[config.mk]
export PLATFORM = sky130hd
export DESIGN_NAME = wdsup_supervisor
export DESIGN_NICKNAME = d
export VERILOG_FILES = /design/src/hw/wdsup_pkg.sv /design/src/hw/wdsup_supervisor.sv
export SDC_FILE = /design/constraint.sdc
export NUM_CORES = 1
export LEC_CHECK = 0
export ABC_CLOCK_PERIOD_IN_PS = 5300
export BUFFER_PORTS_ARGS = -buffer_cell sky130_fd_sc_hd__buf_4
export CAP_MARGIN = 40
export CELL_PAD_IN_SITES_DETAIL_PLACEMENT = 0
export CELL_PAD_IN_SITES_GLOBAL_PLACEMENT = 1
export CORE_MARGIN = 2
export CORE_UTILIZATION = 39
export DETAILED_ROUTE_END_ITERATION = 6
export GPL_TIMING_DRIVEN = 0
export PLACE_DENSITY_LB_ADDON = 0.08
export SETUP_SLACK_MARGIN = 0.5
export SLEW_MARGIN = 15
export SYNTH_ARGS = -nofsm -noshare
export SYNTH_HDL_FRONTEND = slang
export SYNTH_SLANG_ARGS = --single-unit
export TNS_END_PERCENT = 1
[constraint.sdc]
create_clock -name clk_sys -period 5.3 [get_ports clk_sys]
set_clock_uncertainty 0.2 [all_clocks]
set_input_delay 0.53 -clock clk_sys [delete_from_list [all_inputs] [get_ports clk_sys]]
set_output_delay 0.53 -clock clk_sys [all_outputs]
set_load 0.005 [all_outputs]
[src/hw/wdsup_pkg.sv]
package wdsup_pkg;

  // **********************************************************************
  // Timing
  // **********************************************************************
  localparam int CLK_PERIOD_NS = 40;
  localparam int WD_MIN_NS = 6800000;
  localparam int WD_MAX_NS = 217360000;
  localparam int HOLD_MIN_NS = 1000000;
  localparam int HOLD_MAX_NS = 116090000;
  localparam int FILT_NS = 1000;
  localparam int KICK_MIN_NS = 6500;
  localparam int FAIL_DLY_NS = 100000;
  localparam int REDL_NS = 1500;

  localparam int WD_W = 23;
  localparam int HOLD_W = 22;
  localparam int CNT_W = 27;
  localparam int FILT_W = 5;
  localparam int DLY_W = 12;

  // Least times round up, longest times round down.
  localparam logic [WD_W-1:0] WD_MIN_CYC = WD_W'((WD_MIN_NS + CLK_PERIOD_NS - 1) / CLK_PERIOD_NS);
  localparam logic [WD_W-1:0] WD_MAX_CYC = WD_W'(WD_MAX_NS / CLK_PERIOD_NS);
  localparam logic [HOLD_W-1:0] HOLD_MIN_CYC = HOLD_W'((HOLD_MIN_NS + CLK_PERIOD_NS - 1) / CLK_PERIOD_NS);
  localparam logic [HOLD_W-1:0] HOLD_MAX_CYC = HOLD_W'(HOLD_MAX_NS / CLK_PERIOD_NS);
  localparam logic [FILT_W-1:0] FILT_CYC = FILT_W'((FILT_NS + CLK_PERIOD_NS - 1) / CLK_PERIOD_NS);
  localparam logic [DLY_W-1:0] FAIL_DLY_CYC = DLY_W'(FAIL_DLY_NS / CLK_PERIOD_NS);
  localparam logic [DLY_W-1:0] REDL_CYC = DLY_W'(REDL_NS / CLK_PERIOD_NS);

  localparam int GATE_FIRST_SHIFT = 3;
  localparam logic [1:0] FAULT_LIMIT = 2'h2;
  localparam logic [1:0] GOOD_LIMIT = 2'h2;

  // **********************************************************************
  // Values after reset
  // **********************************************************************
  localparam logic [1:0] RST_COUNT = 2'h0;
  localparam logic RST_WDI_LEVEL = 1'h1;

  // **********************************************************************
  // Types
  // **********************************************************************
  typedef enum logic [1:0] {VAR_TIMEOUT, VAR_WINDOW, VAR_GATED} wdsVariant_e;

  typedef struct packed {
    wdsVariant_e variant;
    logic openWindowFraction;
    logic [WD_W-1:0] watchdogTimingInput;
    logic [HOLD_W-1:0] resetTimingInput;
  } wdsCfg_s;

  typedef struct packed {
    logic resetN;
    logic resetOe;
    logic failoverN;
    logic failoverOe;
  } wdsPins_s;

endpackage

[src/hw/wdsup_supervisor.sv]
`timescale 1ns/1ps

module wdsup_supervisor #(
  parameter logic [wdsup_pkg::WD_W-1:0] WD_MIN_CYC = wdsup_pkg::WD_MIN_CYC,
  parameter logic [wdsup_pkg::WD_W-1:0] WD_MAX_CYC = wdsup_pkg::WD_MAX_CYC,
  parameter logic [wdsup_pkg::HOLD_W-1:0] HOLD_MIN_CYC = wdsup_pkg::HOLD_MIN_CYC,
  parameter logic [wdsup_pkg::HOLD_W-1:0] HOLD_MAX_CYC = wdsup_pkg::HOLD_MAX_CYC
) (
  input wire logic clk_sys,
  input wire logic rst_n,
  input wire logic clkEn,
  input wire logic watchdogInput,
  input wire logic supplyMonitorInput,
  input wire logic gateInput,
  input wire wdsup_pkg::wdsCfg_s cfg,
  output wdsup_pkg::wdsPins_s pins
);

  typedef enum logic {ST_HOLD, ST_RUN} wdsState_e;

  // **********************************************************************
  // Range limiting
  // **********************************************************************
  function automatic logic [wdsup_pkg::WD_W-1:0] clampPeriod(input logic [wdsup_pkg::WD_W-1:0] v);
    if (v < WD_MIN_CYC) begin
      return WD_MIN_CYC;
    end else if (v > WD_MAX_CYC) begin
      return WD_MAX_CYC;
    end
    return v;
  endfunction

  function automatic logic [wdsup_pkg::HOLD_W-1:0] clampHold(input logic [wdsup_pkg::HOLD_W-1:0] v);
    if (v < HOLD_MIN_CYC) begin
      return HOLD_MIN_CYC;
    end else if (v > HOLD_MAX_CYC) begin
      return HOLD_MAX_CYC;
    end
    return v;
  endfunction

  logic wdiSync1;
  logic wdiSync2;
  logic wdiLevel;
  logic [wdsup_pkg::FILT_W-1:0] filtCnt;
  logic wdiFall;
  wdsState_e state;
  wdsState_e next_state;
  logic [wdsup_pkg::HOLD_W-1:0] holdCnt;
  logic [wdsup_pkg::HOLD_W-1:0] next_holdCnt;
  logic [wdsup_pkg::CNT_W-1:0] wdCnt;
  logic firstPeriod;
  logic gatePrev;
  logic [1:0] faultCnt;
  logic [1:0] goodCnt;
  logic failTarget;
  logic [wdsup_pkg::DLY_W-1:0] dlyCnt;
  logic resetOutN;
  logic resetDrive;
  logic failOutN;
  logic failDrive;

  logic isGated;
  logic isWindow;
  logic wdOff;
  logic gateOk;
  logic supplyLow;
  logic failBlocked;
  logic [wdsup_pkg::WD_W-1:0] periodCyc;
  logic [wdsup_pkg::HOLD_W-1:0] holdCyc;
  logic [wdsup_pkg::CNT_W-1:0] limitCyc;
  logic [wdsup_pkg::CNT_W-1:0] closedCyc;
  logic running;
  logic timeout;
  logic early;
  logic fault;
  logic goodEdge;
  logic [wdsup_pkg::DLY_W-1:0] dlyLimit;

  assign isGated = cfg.variant == wdsup_pkg::VAR_GATED;
  assign isWindow = cfg.variant == wdsup_pkg::VAR_WINDOW;
  assign wdOff = cfg.watchdogTimingInput == '0;
  assign gateOk = !isGated || gateInput;
  assign supplyLow = !isGated && !supplyMonitorInput;
  assign failBlocked = supplyLow || (isGated && !gateInput);
  assign periodCyc = clampPeriod(cfg.watchdogTimingInput);
  assign holdCyc = clampHold(cfg.resetTimingInput);

  assign limitCyc = firstPeriod ? wdsup_pkg::CNT_W'(periodCyc) << wdsup_pkg::GATE_FIRST_SHIFT : wdsup_pkg::CNT_W'(periodCyc);

  // Closed window is the part of the period not given to the open window.
  assign closedCyc = cfg.openWindowFraction ? {6'h00, periodCyc[wdsup_pkg::WD_W-1:2]}
                                            : {5'h00, periodCyc[wdsup_pkg::WD_W-1:1]};

  assign running = state == ST_RUN && !wdOff && gateOk;
  assign timeout = running && wdCnt == limitCyc - wdsup_pkg::CNT_W'(1);
  assign early = running && wdiFall && isWindow && wdCnt < closedCyc;
  assign fault = timeout || early;
  assign goodEdge = running && wdiFall && !early;
  assign dlyLimit = failTarget ? wdsup_pkg::FAIL_DLY_CYC : wdsup_pkg::REDL_CYC;

  // **********************************************************************
  // Kick input conditioning
  // **********************************************************************
  always_ff @(posedge clk_sys) begin
    if (!rst_n) begin
      wdiSync1 <= wdsup_pkg::RST_WDI_LEVEL;
      wdiSync2 <= wdsup_pkg::RST_WDI_LEVEL;
    end else if (clkEn) begin
      wdiSync1 <= watchdogInput;
      wdiSync2 <= wdiSync1;
    end
  end

  // A level change must persist for the filter time before it is taken.
  always_ff @(posedge clk_sys) begin
    if (!rst_n) begin
      wdiLevel <= wdsup_pkg::RST_WDI_LEVEL;
      filtCnt <= '0;
      wdiFall <= 1'h0;
    end else if (clkEn) begin
      wdiFall <= 1'h0;
      if (wdiSync2 == wdiLevel) begin
        filtCnt <= '0;
      end else if (filtCnt == wdsup_pkg::FILT_CYC - wdsup_pkg::FILT_W'(1)) begin
        filtCnt <= '0;
        wdiLevel <= wdiSync2;
        wdiFall <= wdiLevel && !wdiSync2;
      end else begin
        filtCnt <= filtCnt + wdsup_pkg::FILT_W'(1);
      end
    end
  end

  // **********************************************************************
  // Reset output sequencing
  // **********************************************************************
  // Outside the gated variant, a low supply keeps the hold count at zero, so the hold period restarts when it recovers.
  always_comb begin
    next_state = state;
    next_holdCnt = holdCnt;
    if (supplyLow) begin
      next_state = ST_HOLD;
      next_holdCnt = '0;
    end else if (state == ST_HOLD) begin
      if (holdCnt == holdCyc - wdsup_pkg::HOLD_W'(1)) begin
        next_state = ST_RUN;
        next_holdCnt = '0;
      end else begin
        next_holdCnt = holdCnt + wdsup_pkg::HOLD_W'(1);
      end
    end else if (fault && !isGated) begin
      next_state = ST_HOLD;
      next_holdCnt = '0;
    end
  end

  always_ff @(posedge clk_sys) begin
    if (!rst_n) begin
      state <= ST_HOLD;
      holdCnt <= '0;
    end else if (clkEn) begin
      state <= next_state;
      holdCnt <= next_holdCnt;
    end
  end

  // The pin is loaded from the next state, so it changes together with the sequencer.
  always_ff @(posedge clk_sys) begin
    if (!rst_n) begin
      resetOutN <= 1'h0;
      resetDrive <= 1'h1;
    end else if (clkEn) begin
      resetOutN <= next_state == ST_RUN;
      resetDrive <= next_state == ST_HOLD;
    end
  end

  // **********************************************************************
  // Watchdog period counter
  // **********************************************************************
  // The count is held at zero whenever the watchdog is not running.
  always_ff @(posedge clk_sys) begin
    if (!rst_n) begin
      wdCnt <= '0;
    end else if (clkEn) begin
      if (!running || wdiFall || fault) begin
        wdCnt <= '0;
      end else begin
        wdCnt <= wdCnt + wdsup_pkg::CNT_W'(1);
      end
    end
  end

  // A rising gate comparator arms a lengthened first period.
  always_ff @(posedge clk_sys) begin
    if (!rst_n) begin
      gatePrev <= 1'h0;
      firstPeriod <= 1'h0;
    end else if (clkEn) begin
      gatePrev <= gateInput;
      if (!isGated) begin
        firstPeriod <= 1'h0;
      end else if (gateInput && !gatePrev) begin
        firstPeriod <= 1'h1;
      end else if (running && (wdiFall || timeout)) begin
        firstPeriod <= 1'h0;
      end
    end
  end

  // **********************************************************************
  // Fault and good-edge tracking
  // **********************************************************************
  // A fault outranks a good edge that lands in the same cycle.
  always_ff @(posedge clk_sys) begin
    if (!rst_n) begin
      faultCnt <= wdsup_pkg::RST_COUNT;
      goodCnt <= wdsup_pkg::RST_COUNT;
      failTarget <= 1'h0;
    end else if (clkEn) begin
      if (fault) begin
        goodCnt <= wdsup_pkg::RST_COUNT;
        if (faultCnt != 2'h3) begin
          faultCnt <= faultCnt + 2'h1;
        end
        if (faultCnt == wdsup_pkg::FAULT_LIMIT || (timeout && firstPeriod)) begin
          failTarget <= 1'h1;
        end
      end else if (goodEdge) begin
        faultCnt <= wdsup_pkg::RST_COUNT;
        if (failTarget) begin
          if (goodCnt == wdsup_pkg::GOOD_LIMIT) begin
            failTarget <= 1'h0;
            goodCnt <= wdsup_pkg::RST_COUNT;
          end else begin
            goodCnt <= goodCnt + 2'h1;
          end
        end
      end
    end
  end

  // **********************************************************************
  // Failover output with its settling delays
  // **********************************************************************
  // Blocking releases the pin at once but keeps the target, so the delay runs again afterwards.
  always_ff @(posedge clk_sys) begin
    if (!rst_n) begin
      dlyCnt <= '0;
      failOutN <= 1'h1;
      failDrive <= 1'h0;
    end else if (clkEn) begin
      if (failBlocked) begin
        dlyCnt <= '0;
        failOutN <= 1'h1;
        failDrive <= 1'h0;
      end else if (failTarget == failDrive) begin
        dlyCnt <= '0;
      end else if (dlyCnt == dlyLimit - wdsup_pkg::DLY_W'(1)) begin
        dlyCnt <= '0;
        failOutN <= !failTarget;
        failDrive <= failTarget;
      end else begin
        dlyCnt <= dlyCnt + wdsup_pkg::DLY_W'(1);
      end
    end
  end

  // **********************************************************************
  // Output pins
  // **********************************************************************
  // The drive enables are the complements of the levels, as the pins are open drain.
  assign pins = '{
    resetN: resetOutN,
    resetOe: resetDrive,
    failoverN: failOutN,
    failoverOe: failDrive
  };

endmodule

==> results of run 1 <==
[placed cells by master, fill, tap and decap left out, drive strengths merged, types with 16 or more instances in the layout]
| cell | instances |
|---|---|
| a211oi | 19 |
| a21o | 32 |
| a21oi | 51 |
| and3 | 23 |
| buf | 136 |
| clkbuf | 59 |
| dfxtp | 81 |
| ha | 31 |
| inv | 26 |
| nand2 | 114 |
| nand2b | 18 |
| nand3 | 41 |
| nand4 | 22 |
| nor2 | 100 |
| nor2b | 25 |
| nor3 | 53 |
| nor4 | 30 |
| o21ai | 87 |
| or3 | 16 |
| xnor2 | 42 |
| xor2 | 38 |
[synthesized netlist by cell type, drive strengths merged (25+ instances only)]
master | number | area, µm²
o21ai | 87 | 439
inv | 26 | 97.6
nor3 | 53 | 265
dfxtp | 81 | 1620
ha | 31 | 388
nor4 | 30 | 194
nand2 | 114 | 428
xnor2 | 42 | 368
xor2 | 38 | 333
a21o | 32 | 240
nor2b | 25 | 156
nand3 | 41 | 205
nor2 | 100 | 383
a21oi | 51 | 259
clkbuf | 55 | 206
buf | 27 | 166
[worst max path at each step]
stage / startpoint / to / slack [ns] / cells past startpoint
2_1_floorplan: cfg[38] / holdCnt[0]$_SDFFE_PN0P_ / 0.02 / 22
3_3_place_gp: firstPeriod$_SDFFE_PN0P_ / wdCnt[21]$_SDFFE_PN0P_ / -2.07 / 21
3_5_place_dp: firstPeriod$_SDFFE_PN0P_ / holdCnt[0]$_SDFFE_PN0P_ / -1.70 / 21
4_1_cts: cfg[32] / holdCnt[12]$_SDFFE_PN0P_ / 0.01 / 23
5_1_grt: cfg[27] / holdCnt[12]$_SDFFE_PN0P_ / -0.13 / 23
6_report: cfg[27] / holdCnt[12]$_SDFFE_PN0P_ / -0.005 / 23
[metal layers]
metal | up-vias | part of all wire | routed length (µm) | track usage
met5 | - | 0.00041 | 13 | 0
met4 | 2 | 0.015 | 486 | 0.0533
met3 | 46 | 0.081 | 2560 | 0.0521
met2 | 376 | 0.42 | 13200 | 0.409
met1 | 4487 | 0.48 | 15200 | 0.417
li1 | 4576 | - | - | -
[power breakdown]
group | internal, W | switching, W | total [W] | leakage (nW)
registers | 0.000613 | 0.00000630 | 0.000619 | 0.654
logic | 0.000213 | 0.000305 | 0.000518 | 3.16
clock network | 0.000362 | 0.000259 | 0.000621 | 0.131
total | 0.00119 | 0.000570 | 0.00176 | 3.94
[metrics by stage]
stage / TNS, ns / area [µm²] / power (W)
finish: -0.00489 / 10600 / 0.00176
global route: -2.17 / 10600 / 0.00183
CTS: 0 / 10200 / 0.00174
global placement: -100.19 / 9210 / 0.00106
detailed placement: -88.36 / 9220 / 0.00106
floorplan: 0 / 8530 / 0.000916
[tightest hold or removal path, stage by stage]
cell and delay (ns):
buf_4 0.08, mux2i_1 0.05, nand2_1 0.06
[state kept, by name, indices dropped and copies added (netlist names)]
signal,count
wdiSync1,1
failTarget,1
failOutN,1
resetOutN,1
wdiFall,1
wdiLevel,1
firstPeriod,1
failDrive,1
dlyCnt,12
faultCnt,2
gatePrev,1
filtCnt,5
wdCnt,27
goodCnt,2
wdiSync2,1
resetDrive,1
holdCnt,22
[logic make-up (layout without fill, tap and decap cells)]
logic type / after synthesis / after routing
simple gates: 520 / 520
xor+xnor: 80 / 80
compound gates: 324 / 324
flops: 81 / 81
fa+ha+maj: 31 / 31
buf+inv: 108 / 226
mux: 21 / 21
[layout make-up]
class | instances | area share
multi-input cells | 976 | 0.647
flip-flops and latches | 81 | 0.153
repair buffers | 103 | 0.0769
plain buffers | 82 | 0.0537
well taps | 275 | 0.0325
clock buffers | 10 | 0.0216
inverters | 26 | 0.00922
clock inverters | 5 | 0.00544
[timing repair]
item                                    in CTS  in global routing
buffers inserted                            40                 15
cloned                                       2                  0
resized for setup                           93                 67
endpoints found under the setup margin      57                 57
pin swaps                                   34                 47
==> out/metrics.csv, run 1 <==
stage,metric,value,unit
status,status,finished with violations,
status,failing checks,negative setup slack,
global_route,All-Layer GR Usage,0.277,
power_and_ir_drop,leak pwr,3.94,nW
clock_tree,CTS sink cnt,81,
worst_setup_path,reg2reg start,firstPeriod$_SDFFE_PN0P_,
hold_path,Min-Delay Path Class,primary input to flip-flop,
route,wire per inst,20.2,µm
sta,worst slew pin tran,0.814,ns
worst_setup_path,"CP delay by family, top",compound AO/OA/AOI/OAI gates,
sta,Final setup viols,1,
worst_setup_path,critical path cell sequence,buf_6 > or3_4 > buf_6 > a211oi_4 > o21ai_2 > buf_4 > buf_4 > buf_4 > buf_4 > buf_4 > buf_4 > buf_4 > buf_4 > o221a_2 > and3_4 > a311oi_1 > o22ai_1 > nand4b_1 > or4b_4 > a221oi_4 > buf_6 > buf_6 > o31ai_1,
floorplan,Boundary Pins,58,
route,drt first pass iters,5,
yosys,largest family of logic cells by synthesized area,simple AND/OR/NAND/NOR gates,
power_and_ir_drop,pwr dens,166,nW/µm²
global_route,vias in the first global route,8717,
route,drt first-iter violations,719,
cells_and_area,register area,1620,µm²
worst_setup_path,R2R cell count,22,
yosys,Syn. warnings,0,
worst_setup_path,endpoint type of the worst setup path,flip-flop,
cells_and_area,final layout net count,1364,
global_route,global route overflow,0,
clock_tree,Root Driver,clkbuf_16,
hold_path,WHS Endpoint,wdiSync1$_SDFFE_PN1P_,
worst_setup_path,Bufs and invs on worst path,12,
worst_setup_path,Crit-path slowest cell,or4b_4,
yosys,Simple-Gate Fraction of Synth Area,0.330,
route,post-route ant nets,0,
worst_setup_path,Crit Path Category,primary input to flip-flop,
sta,min setup slack post-route,-0.00489,ns
yosys,ys async rst share,0,
sta,period utilisation layout,1.00,
sta,unrepaired setup endpoints after global routing,true,
sta,pins over their slew limit,0,
yosys,Netlist cell types,93,
cells_and_area,ANT cells,0,
clock_tree,worst-skew pair later-pin latency,0.34,ns
hold_path,min-delay src,watchdogInput,
job,maxcap violations,0,
sta,max_slew headroom,0.443,
placement,Post-Place Cells,1486,
clock_tree,Clock transition at path regs,0.06,ns
floorplan,row count,53,
cells_and_area,footprint of the multi-input gates,6850,µm²
clock_tree,CTS Buffer Depth,2,
global_route,largest net degree at the start of global routing,14,
yosys,Post-synth top flop,dfxtp_1,
clock_tree,CTS tree,built,
cells_and_area,layout cells sized above 1,0.201,
cells_and_area,Post-Layout Cell Count,1558,
worst_setup_path,CP Launch Type,primary input,
worst_setup_path,most common cell type on the critical path,buf_4,
placement,GP Congestion,0.950,
yosys,Compound-Gate Fraction of Synth Area,0.268,
sta,fmax,0.189,GHz
route,Via density,6.09,
clock_tree,cts hold-fix bufs,0,
global_route,first-pass GRT wire length,49200,µm
yosys,"Seq/Total Area, Yosys",0.192,
worst_setup_path,Critical Path RT,5.30,ns
sta,final hold violations,0,
clock_tree,total CTS buffers,9,
power_and_ir_drop,Peak VDD IR,0.145,mV
yosys,Synth Register Bits,81,
yosys,synthesized net count,1250,
worst_setup_path,worst-path fanout max,9,
worst_setup_path,arrival time at the worst endpoint,5.30,ns
hold_path,Worst Hold Depth,3,
cells_and_area,Fillers,2150,
route,Residual DRC,0,
yosys,synthesized cell area,8450,µm²
floorplan,height of the die,151,µm
sta,min cycle time layout,5.30,ns
route,Via Count,9487,
worst_setup_path,internal reg-to-reg setup slack,0.09,ns
clock_tree,H-tree depth,3,
floorplan,die area,22900,µm²
route,Routed WL,31500,µm
yosys,adder-cell share of the synthesized area,0.0459,
yosys,Post-synth EDFFs,0,
floorplan,core region area,21200,µm²
yosys,Post-Synth XOR/XNOR Area,0.0829,
global_route,initial antenna violation count,1,
floorplan,Die W,151,µm
yosys,mux share of post-synthesis cell area,0.0259,
worst_setup_path,reg2reg end,holdCnt[12]$_SDFFE_PN0P_,
yosys,syn avg cell area,7.25,µm²
sta,hold slack final,0.207,ns
worst_setup_path,CP max stage delay,0.62,ns
cells_and_area,P&R area growth vs syn,25.2,%
yosys,Post-Syn Instances,1165,
placement,Post-DP HPWL,23800,µm
placement,"worst slack, placed",-1.70,ns
floorplan,Initial Util,0.400,
placement,Port Buf Inserts,44,
cells_and_area,Layout Utilization,0.500,
(Power assumes the default switching activity.)
==> run 2: changes to the inputs <==
--- a/config.mk
+++ b/config.mk
@@ -10,11 +10,12 @@
 export CAP_MARGIN = 40
 export CELL_PAD_IN_SITES_DETAIL_PLACEMENT = 0
 export CELL_PAD_IN_SITES_GLOBAL_PLACEMENT = 1
+export CORE_ASPECT_RATIO = 1.75
 export CORE_MARGIN = 2
 export CORE_UTILIZATION = 39
 export DETAILED_ROUTE_END_ITERATION = 6
 export GPL_TIMING_DRIVEN = 0
-export PLACE_DENSITY_LB_ADDON = 0.08
+export PLACE_DENSITY = 0.83
 export SETUP_SLACK_MARGIN = 0.5
 export SLEW_MARGIN = 15
 export SYNTH_ARGS = -nofsm -noshare
==> run 2 against run 1 <==
Effect of this change:
- the run still ends with negative setup slack left
- sequential share of layout area rose by 0.10 points
- sequential power hardly changed
- die area grew 0.20%
- first-iteration DRC count shrank 23%
- critical path type unchanged
- critical endpoint is now holdCnt[0]$_SDFFE_PN0P_
- largest power group unchanged
- highest routed layer is now met4
==> out/metrics.csv, run 2 (synthesis gave the netlist of run 1 again) <==
stage,metric,value,unit
status,status,finished with violations,
status,failing checks,negative setup slack,
clock_tree,CTS Buffer Depth,2,
global_route,initial antenna violation count,0,
sta,worst slew pin tran,0.894,ns
sta,pins over their slew limit,0,
cells_and_area,Regs by FF count,"wdCnt x27, holdCnt x22, dlyCnt x12",
worst_setup_path,Crit-path slowest cell,or4_4,
power_and_ir_drop,Overall Power,0.00179,W
cells_and_area,most frequent cells in the layout,"111 x nand2_1, 95 x nor2_1, 81 x dfxtp_1",
sta,period utilisation layout,1.06,
route,drt first-iter violations,555,
placement,Post-DP HPWL,25700,µm
global_route,first-pass GRT wire length,51600,µm
route,drt first pass iters,7,
placement,GP Congestion,1.04,
floorplan,Initial Util,0.395,
floorplan,core region area,21400,µm²
route,post-route ant nets,0,
hold_path,min-delay src,watchdogInput,
cells_and_area,Layout Utilization,0.491,
worst_setup_path,Critical Path RT,5.31,ns
floorplan,height of the die,199,µm
cells_and_area,P&R area growth vs syn,24.4,%
sta,min setup slack post-route,-0.340,ns
route,wire per inst,21.6,µm
route,Routed WL,33600,µm
floorplan,die area,22900,µm²
worst_setup_path,CP Launch Type,primary input,
power_and_ir_drop,pwr dens,170,nW/µm²
cells_and_area,"commonest non-fill, non-tap cell in the layout",nand2_1,
route,Residual DRC,0,
cells_and_area,ANT cells,0,
cells_and_area,max FFs per register,27,
worst_setup_path,endpoint type of the worst setup path,flip-flop,
clock_tree,CTS tree,built,
sta,final hold violations,0,
worst_setup_path,arrival time at the worst endpoint,5.65,ns
clock_tree,total CTS buffers,9,
power_and_ir_drop,leak pwr,3.88,nW
placement,Port Buf Inserts,44,
sta,Final setup viols,49,
floorplan,Boundary Pins,58,
sta,fmax,0.177,GHz
global_route,All-Layer GR Usage,0.292,
cells_and_area,register area,1620,µm²
clock_tree,CTS sink cnt,81,
worst_setup_path,Crit Path Category,primary input to flip-flop,
global_route,vias in the first global route,9894,
route,Via Count,9705,
clock_tree,Root Driver,clkbuf_16,
worst_setup_path,most common cell type on the critical path,buf_8,
cells_and_area,layout cells sized above 1,0.189,
global_route,largest net degree at the start of global routing,15,
floorplan,row count,71,
floorplan,Die W,115,µm
global_route,global route overflow,0,
hold_path,Min-Delay Path Class,primary input to flip-flop,
cells_and_area,Post-Layout Cell Count,1553,
job,maxcap violations,0,
worst_setup_path,critical path cell sequence,buf_8 > nand4bb_4 > or4_4 > nor2_4 > o21ai_4 > buf_8 > nor2_4 > nand2_2 > ha_4 > buf_6 > xnor2_4 > xnor2_1 > nor2_1 > a21oi_1 > o32ai_2 > o2111ai_2 > nor4_4 > nand3_1 > or4b_4 > or4b_4 > a221oi_4 > buf_6 > buf_8 > o32ai_2,
clock_tree,worst-skew pair later-pin latency,0.34,ns
worst_setup_path,worst-path fanout max,7,
clock_tree,H-tree depth,3,
clock_tree,cts hold-fix bufs,0,
sta,unrepaired setup endpoints after global routing,true,
worst_setup_path,reg2reg start,firstPeriod$_SDFFE_PN0P_,
sta,hold slack final,0.203,ns
cells_and_area,final layout net count,1341,
sta,min cycle time layout,5.64,ns
sta,max_slew headroom,0.388,
cells_and_area,footprint of the multi-input gates,6880,µm²
power_and_ir_drop,Peak VDD IR,0.147,mV
route,Via density,6.25,
placement,"worst slack, placed",-1.86,ns
cells_and_area,Reg with most FFs,wdCnt,
clock_tree,Clock transition at path regs,0.07,ns
worst_setup_path,CP max stage delay,0.63,ns
placement,Post-Place Cells,1503,
cells_and_area,Fillers,2168,
worst_setup_path,crit path launch,cfg[34],
==> run 2: changes by cell type in the layout (fill, tap and decap cells not counted), moves of 3 or more <==
cell,before,now
o21ai_1,18,15
buf_8,4,7
nor4_4,5,8
o21ai_2,1,6
clkbuf_8,7,10
buf_6,21,12
buf_4,101,77
clkbuf_4,1,4
==> run 2: layout make-up <==
class / count / share of cell area
Clock buffer: 11 / 0.0240
Sequential cell: 81 / 0.154
Buffer: 82 / 0.0537
Multi-Input combinational cell: 976 / 0.655
Clock inverter: 5 / 0.00595
Inverter: 26 / 0.00928
Tap cell: 292 / 0.0348
Timing Repair Buffer: 80 / 0.0633
==> run 2: metrics by stage <==
stage                     instance area (µm²)  TNS (ns)
final                                   10500     -9.51
after detailed placement                 9240    -97.54
after global routing                    10500    -16.75
after floorplan                          8530         0
after CTS                               10400     -3.61
after global placement                   9230   -105.34
==> run 2: metal layers <==
metal / vias up / GRT usage / part of all wire
met1: 4571 / 0.261 / 0.33
met3: 179 / 0.0347 / 0.043
met5: - / 0 / 0
met2: 417 / 0.548 / 0.53
met4: 0 / 0.276 / 0.10
li1: 4538 / - / -
==> run 2: worst max-delay path: cells and delay by family <==
| kind | cells | cell delay [ns] |
|---|---|---|
| AND/OR/NAND/NOR | 10 | 2.88 |
| buffers and inverters | 5 | 0.72 |
| XOR/XNOR | 2 | 0.26 |
| adder cells (fa/ha/maj) | 1 | 0.19 |
| AO/OA/AOI/OAI | 6 | 1.08 |
==> run 2: what timing repair did <==
item	4_1_cts	5_1_grt
endpoints found under the setup margin	57	57
setup buffers	28	3
resized for setup	121	28
cloned	2	0
pin swaps	54	26
==> run 2: path summary, 6_finish.rpt <==
| kind | slack, ns | cells after the start | end |
|---|---|---|---|
| worst min-delay path | 0.20 | 3 | wdiSync1$_SDFFE_PN1P_ |
| worst max register to register | -0.28 | 23 | holdCnt[0]$_SDFFE_PN0P_ |
| worst max-delay path | -0.34 | 24 | holdCnt[0]$_SDFFE_PN0P_ |
| worst min register to register | 0.27 | 2 | wdiSync1$_SDFFE_PN1P_ |
==> run 2: where the power goes <==
| part | total, W | internal, W | switching (W) |
|---|---|---|---|
| Sequential | 0.000619 | 0.000613 | 0.00000542 |
| Clock | 0.000654 | 0.000393 | 0.000260 |
| Combinational | 0.000519 | 0.000204 | 0.000316 |
| Total | 0.00179 | 0.00121 | 0.000582 |
==> run 3: changes to the inputs <==
--- a/config.mk
+++ b/config.mk
@@ -10,7 +10,7 @@
 export CAP_MARGIN = 40
 export CELL_PAD_IN_SITES_DETAIL_PLACEMENT = 0
 export CELL_PAD_IN_SITES_GLOBAL_PLACEMENT = 1
-export CORE_ASPECT_RATIO = 1.75
+export CORE_ASPECT_RATIO = 0.7
 export CORE_MARGIN = 2
 export CORE_UTILIZATION = 39
 export DETAILED_ROUTE_END_ITERATION = 6
==> run 3 against run 2 <==
Effect of this change:
- count of clock-buffer cells in the layout unchanged
- critical path type unchanged
- the run still ends with negative setup slack left
- combinational power shrank 5.2%
- setup slack better by 0.12 ns
- critical path depth decreased by 1
- design area down 3.4%
==> out/metrics.csv, run 3 (synthesis gave the netlist of run 1 again) <==
stage,metric,value,unit
placement,Post-DP HPWL,23900,µm
sta,worst slew pin tran,0.833,ns
global_route,initial antenna violation count,0,
route,Residual DRC,0,
route,drt first-iter violations,1136,
sta,max_slew headroom,0.439,
worst_setup_path,internal reg-to-reg setup slack,-0.22,ns
clock_tree,H-tree depth,3,
sta,fmax,0.181,GHz
sta,TNS Setup,-7.80,ns
worst_setup_path,Crit-path slowest cell,or4b_4,
worst_setup_path,CP Launch Type,primary input,
status,failing checks,negative setup slack,
cells_and_area,final layout net count,1328,
clock_tree,CTS sink cnt,81,
sta,Final setup viols,45,
cells_and_area,layout cells sized above 1,0.170,
sta,period utilisation layout,1.04,
clock_tree,CTS tree,built,
cells_and_area,"commonest non-fill, non-tap cell in the layout",nand2_1,
global_route,largest net degree at the start of global routing,14,
route,Routed WL,31000,µm
route,Via Count,9630,
route,drt first pass iters,6,
sta,final hold violations,0,
clock_tree,Root Driver,clkbuf_16,
hold_path,Min-Delay Path Class,primary input to flip-flop,
worst_setup_path,arrival time at the worst endpoint,5.59,ns
placement,"worst slack, placed",-1.69,ns
global_route,vias in the first global route,8627,
clock_tree,total CTS buffers,9,
worst_setup_path,endpoint type of the worst setup path,flip-flop,
cells_and_area,Reg with most FFs,wdCnt,
floorplan,core region area,21500,µm²
clock_tree,worst-skew pair later-pin latency,0.34,ns
cells_and_area,ANT cells,0,
worst_setup_path,Crit Path Category,primary input to flip-flop,
route,wire per inst,20.3,µm
global_route,first-pass GRT wire length,49000,µm
power_and_ir_drop,Peak VDD IR,0.165,mV
global_route,global route overflow,0,
floorplan,row count,45,
floorplan,Die W,180,µm
job,maxcap violations,0,
clock_tree,CTS Buffer Depth,2,
floorplan,Initial Util,0.394,
worst_setup_path,Critical Path RT,5.37,ns
route,Via density,6.29,
route,post-route ant nets,0,
worst_setup_path,CP max stage delay,0.58,ns
placement,Port Buf Inserts,44,
worst_setup_path,critical path cell sequence,buf_6 > or3_1 > clkbuf_8 > a211oi_4 > o21ai_2 > clkbuf_8 > nor2_4 > nand2_2 > ha_4 > buf_4 > xnor2_2 > xnor2_1 > nor2_1 > a21oi_1 > o32ai_2 > o2111ai_1 > nor4_2 > nand3_1 > or4b_4 > or4b_4 > a221oi_4 > buf_4 > mux2i_1,
power_and_ir_drop,pwr dens,177,nW/µm²
cells_and_area,most frequent cells in the layout,"112 x nand2_1, 95 x nor2_1, 81 x dfxtp_1",
cells_and_area,Regs by FF count,"wdCnt x27, holdCnt x22, dlyCnt x12",
sta,min cycle time layout,5.52,ns
floorplan,height of the die,127,µm
power_and_ir_drop,leak pwr,3.72,nW
cells_and_area,Fillers,2110,
sta,min setup slack post-route,-0.219,ns
worst_setup_path,worst-path fanout max,8,
sta,pins over their slew limit,0,
clock_tree,cts hold-fix bufs,0,
sta,unrepaired setup endpoints after global routing,true,
global_route,All-Layer GR Usage,0.268,
status,status,finished with violations,
floorplan,die area,22900,µm²
clock_tree,Clock transition at path regs,0.07,ns
cells_and_area,P&R area growth vs syn,20.2,%
cells_and_area,max FFs per register,27,
placement,GP Congestion,0.995,
floorplan,Boundary Pins,58,
run 3: cell count changes in the layout (fill, tap and decap cells not counted), moves of 3 or more:
cell	delta
buf_8	-7
o21ai_1	+5
buf_4	-4
nor4_4	-4
nor4_2	+3
o21ai_2	-3
run 3: through the flow:
step,area (µm²),std cells,utilization,hold slack (ns),total power [W]
2_1_floorplan,8530,1165,-,0.240,0.000916
3_3_place_gp,9220,1491,0.430,0.256,0.00106
3_5_place_dp,9220,1493,0.430,0.273,0.00106
4_1_cts,10100,1530,0.472,0.200,0.00179
5_1_grt,10200,1530,0.473,0.225,0.00187
6_report,10200,1530,0.473,0.205,0.00180
run 3: worst max-delay path: cells and delay by family:
family	cells	cell delay [ns]
AO/OA/AOI/OAI	6	1.47
XOR/XNOR	2	0.29
AND/OR/NAND/NOR	8	2.14
adder cells (fa/ha/maj)	1	0.20
buffers and inverters	5	0.80
multiplexers	1	0.17
run 3: repair_timing:
item,CTS,global route
cloned,0,0
hold endpoints to repair,0,0
setup endpoints to repair,57,57
pin swaps,31,3
buffers inserted,21,0
gates resized for setup,97,6
run 3: cell type report:
| type | instances | area (µm²) | area share |
|---|---|---|---|
| buffer | 82 | 529 | 0.0521 |
| clock buffer | 11 | 253 | 0.0249 |
| multi-input combinational | 976 | 6720 | 0.661 |
| timing repair buffer | 67 | 507 | 0.0499 |
| clock inverter | 5 | 77.6 | 0.00764 |
| inverter | 26 | 97.6 | 0.00961 |
| sequential | 81 | 1620 | 0.160 |
| tap | 282 | 353 | 0.0347 |
run 3: per-layer routing:
layer / vias up / global-route usage / routed length (µm)
met5: - / 0 / 0
met4: 0 / 0.0483 / 394
met3: 46 / 0.0664 / 3660
met2: 541 / 0.350 / 11500
met1: 4542 / 0.430 / 15400
li1: 4501 / - / -
run 3: power breakdown:
part / switching (W) / total (W) / leakage, nW / internal (W)
Clock: 0.000252 / 0.000689 / 0.162 / 0.000437
Combinational: 0.000304 / 0.000492 / 2.90 / 0.000188
Sequential: 0.00000506 / 0.000618 / 0.654 / 0.000613
run 3: final timing paths:
path | start | depth (start not counted) | end
worst max-delay path | cfg[28] | 23 | holdCnt[1]$_SDFFE_PN0P_
worst min-delay path | watchdogInput | 3 | wdiSync1$_SDFFE_PN1P_
worst max register to register | firstPeriod$_SDFFE_PN0P_ | 22 | holdCnt[1]$_SDFFE_PN0P_
worst min register to register | wdiSync1$_SDFFE_PN1P_ | 2 | wdiSync1$_SDFFE_PN1P_
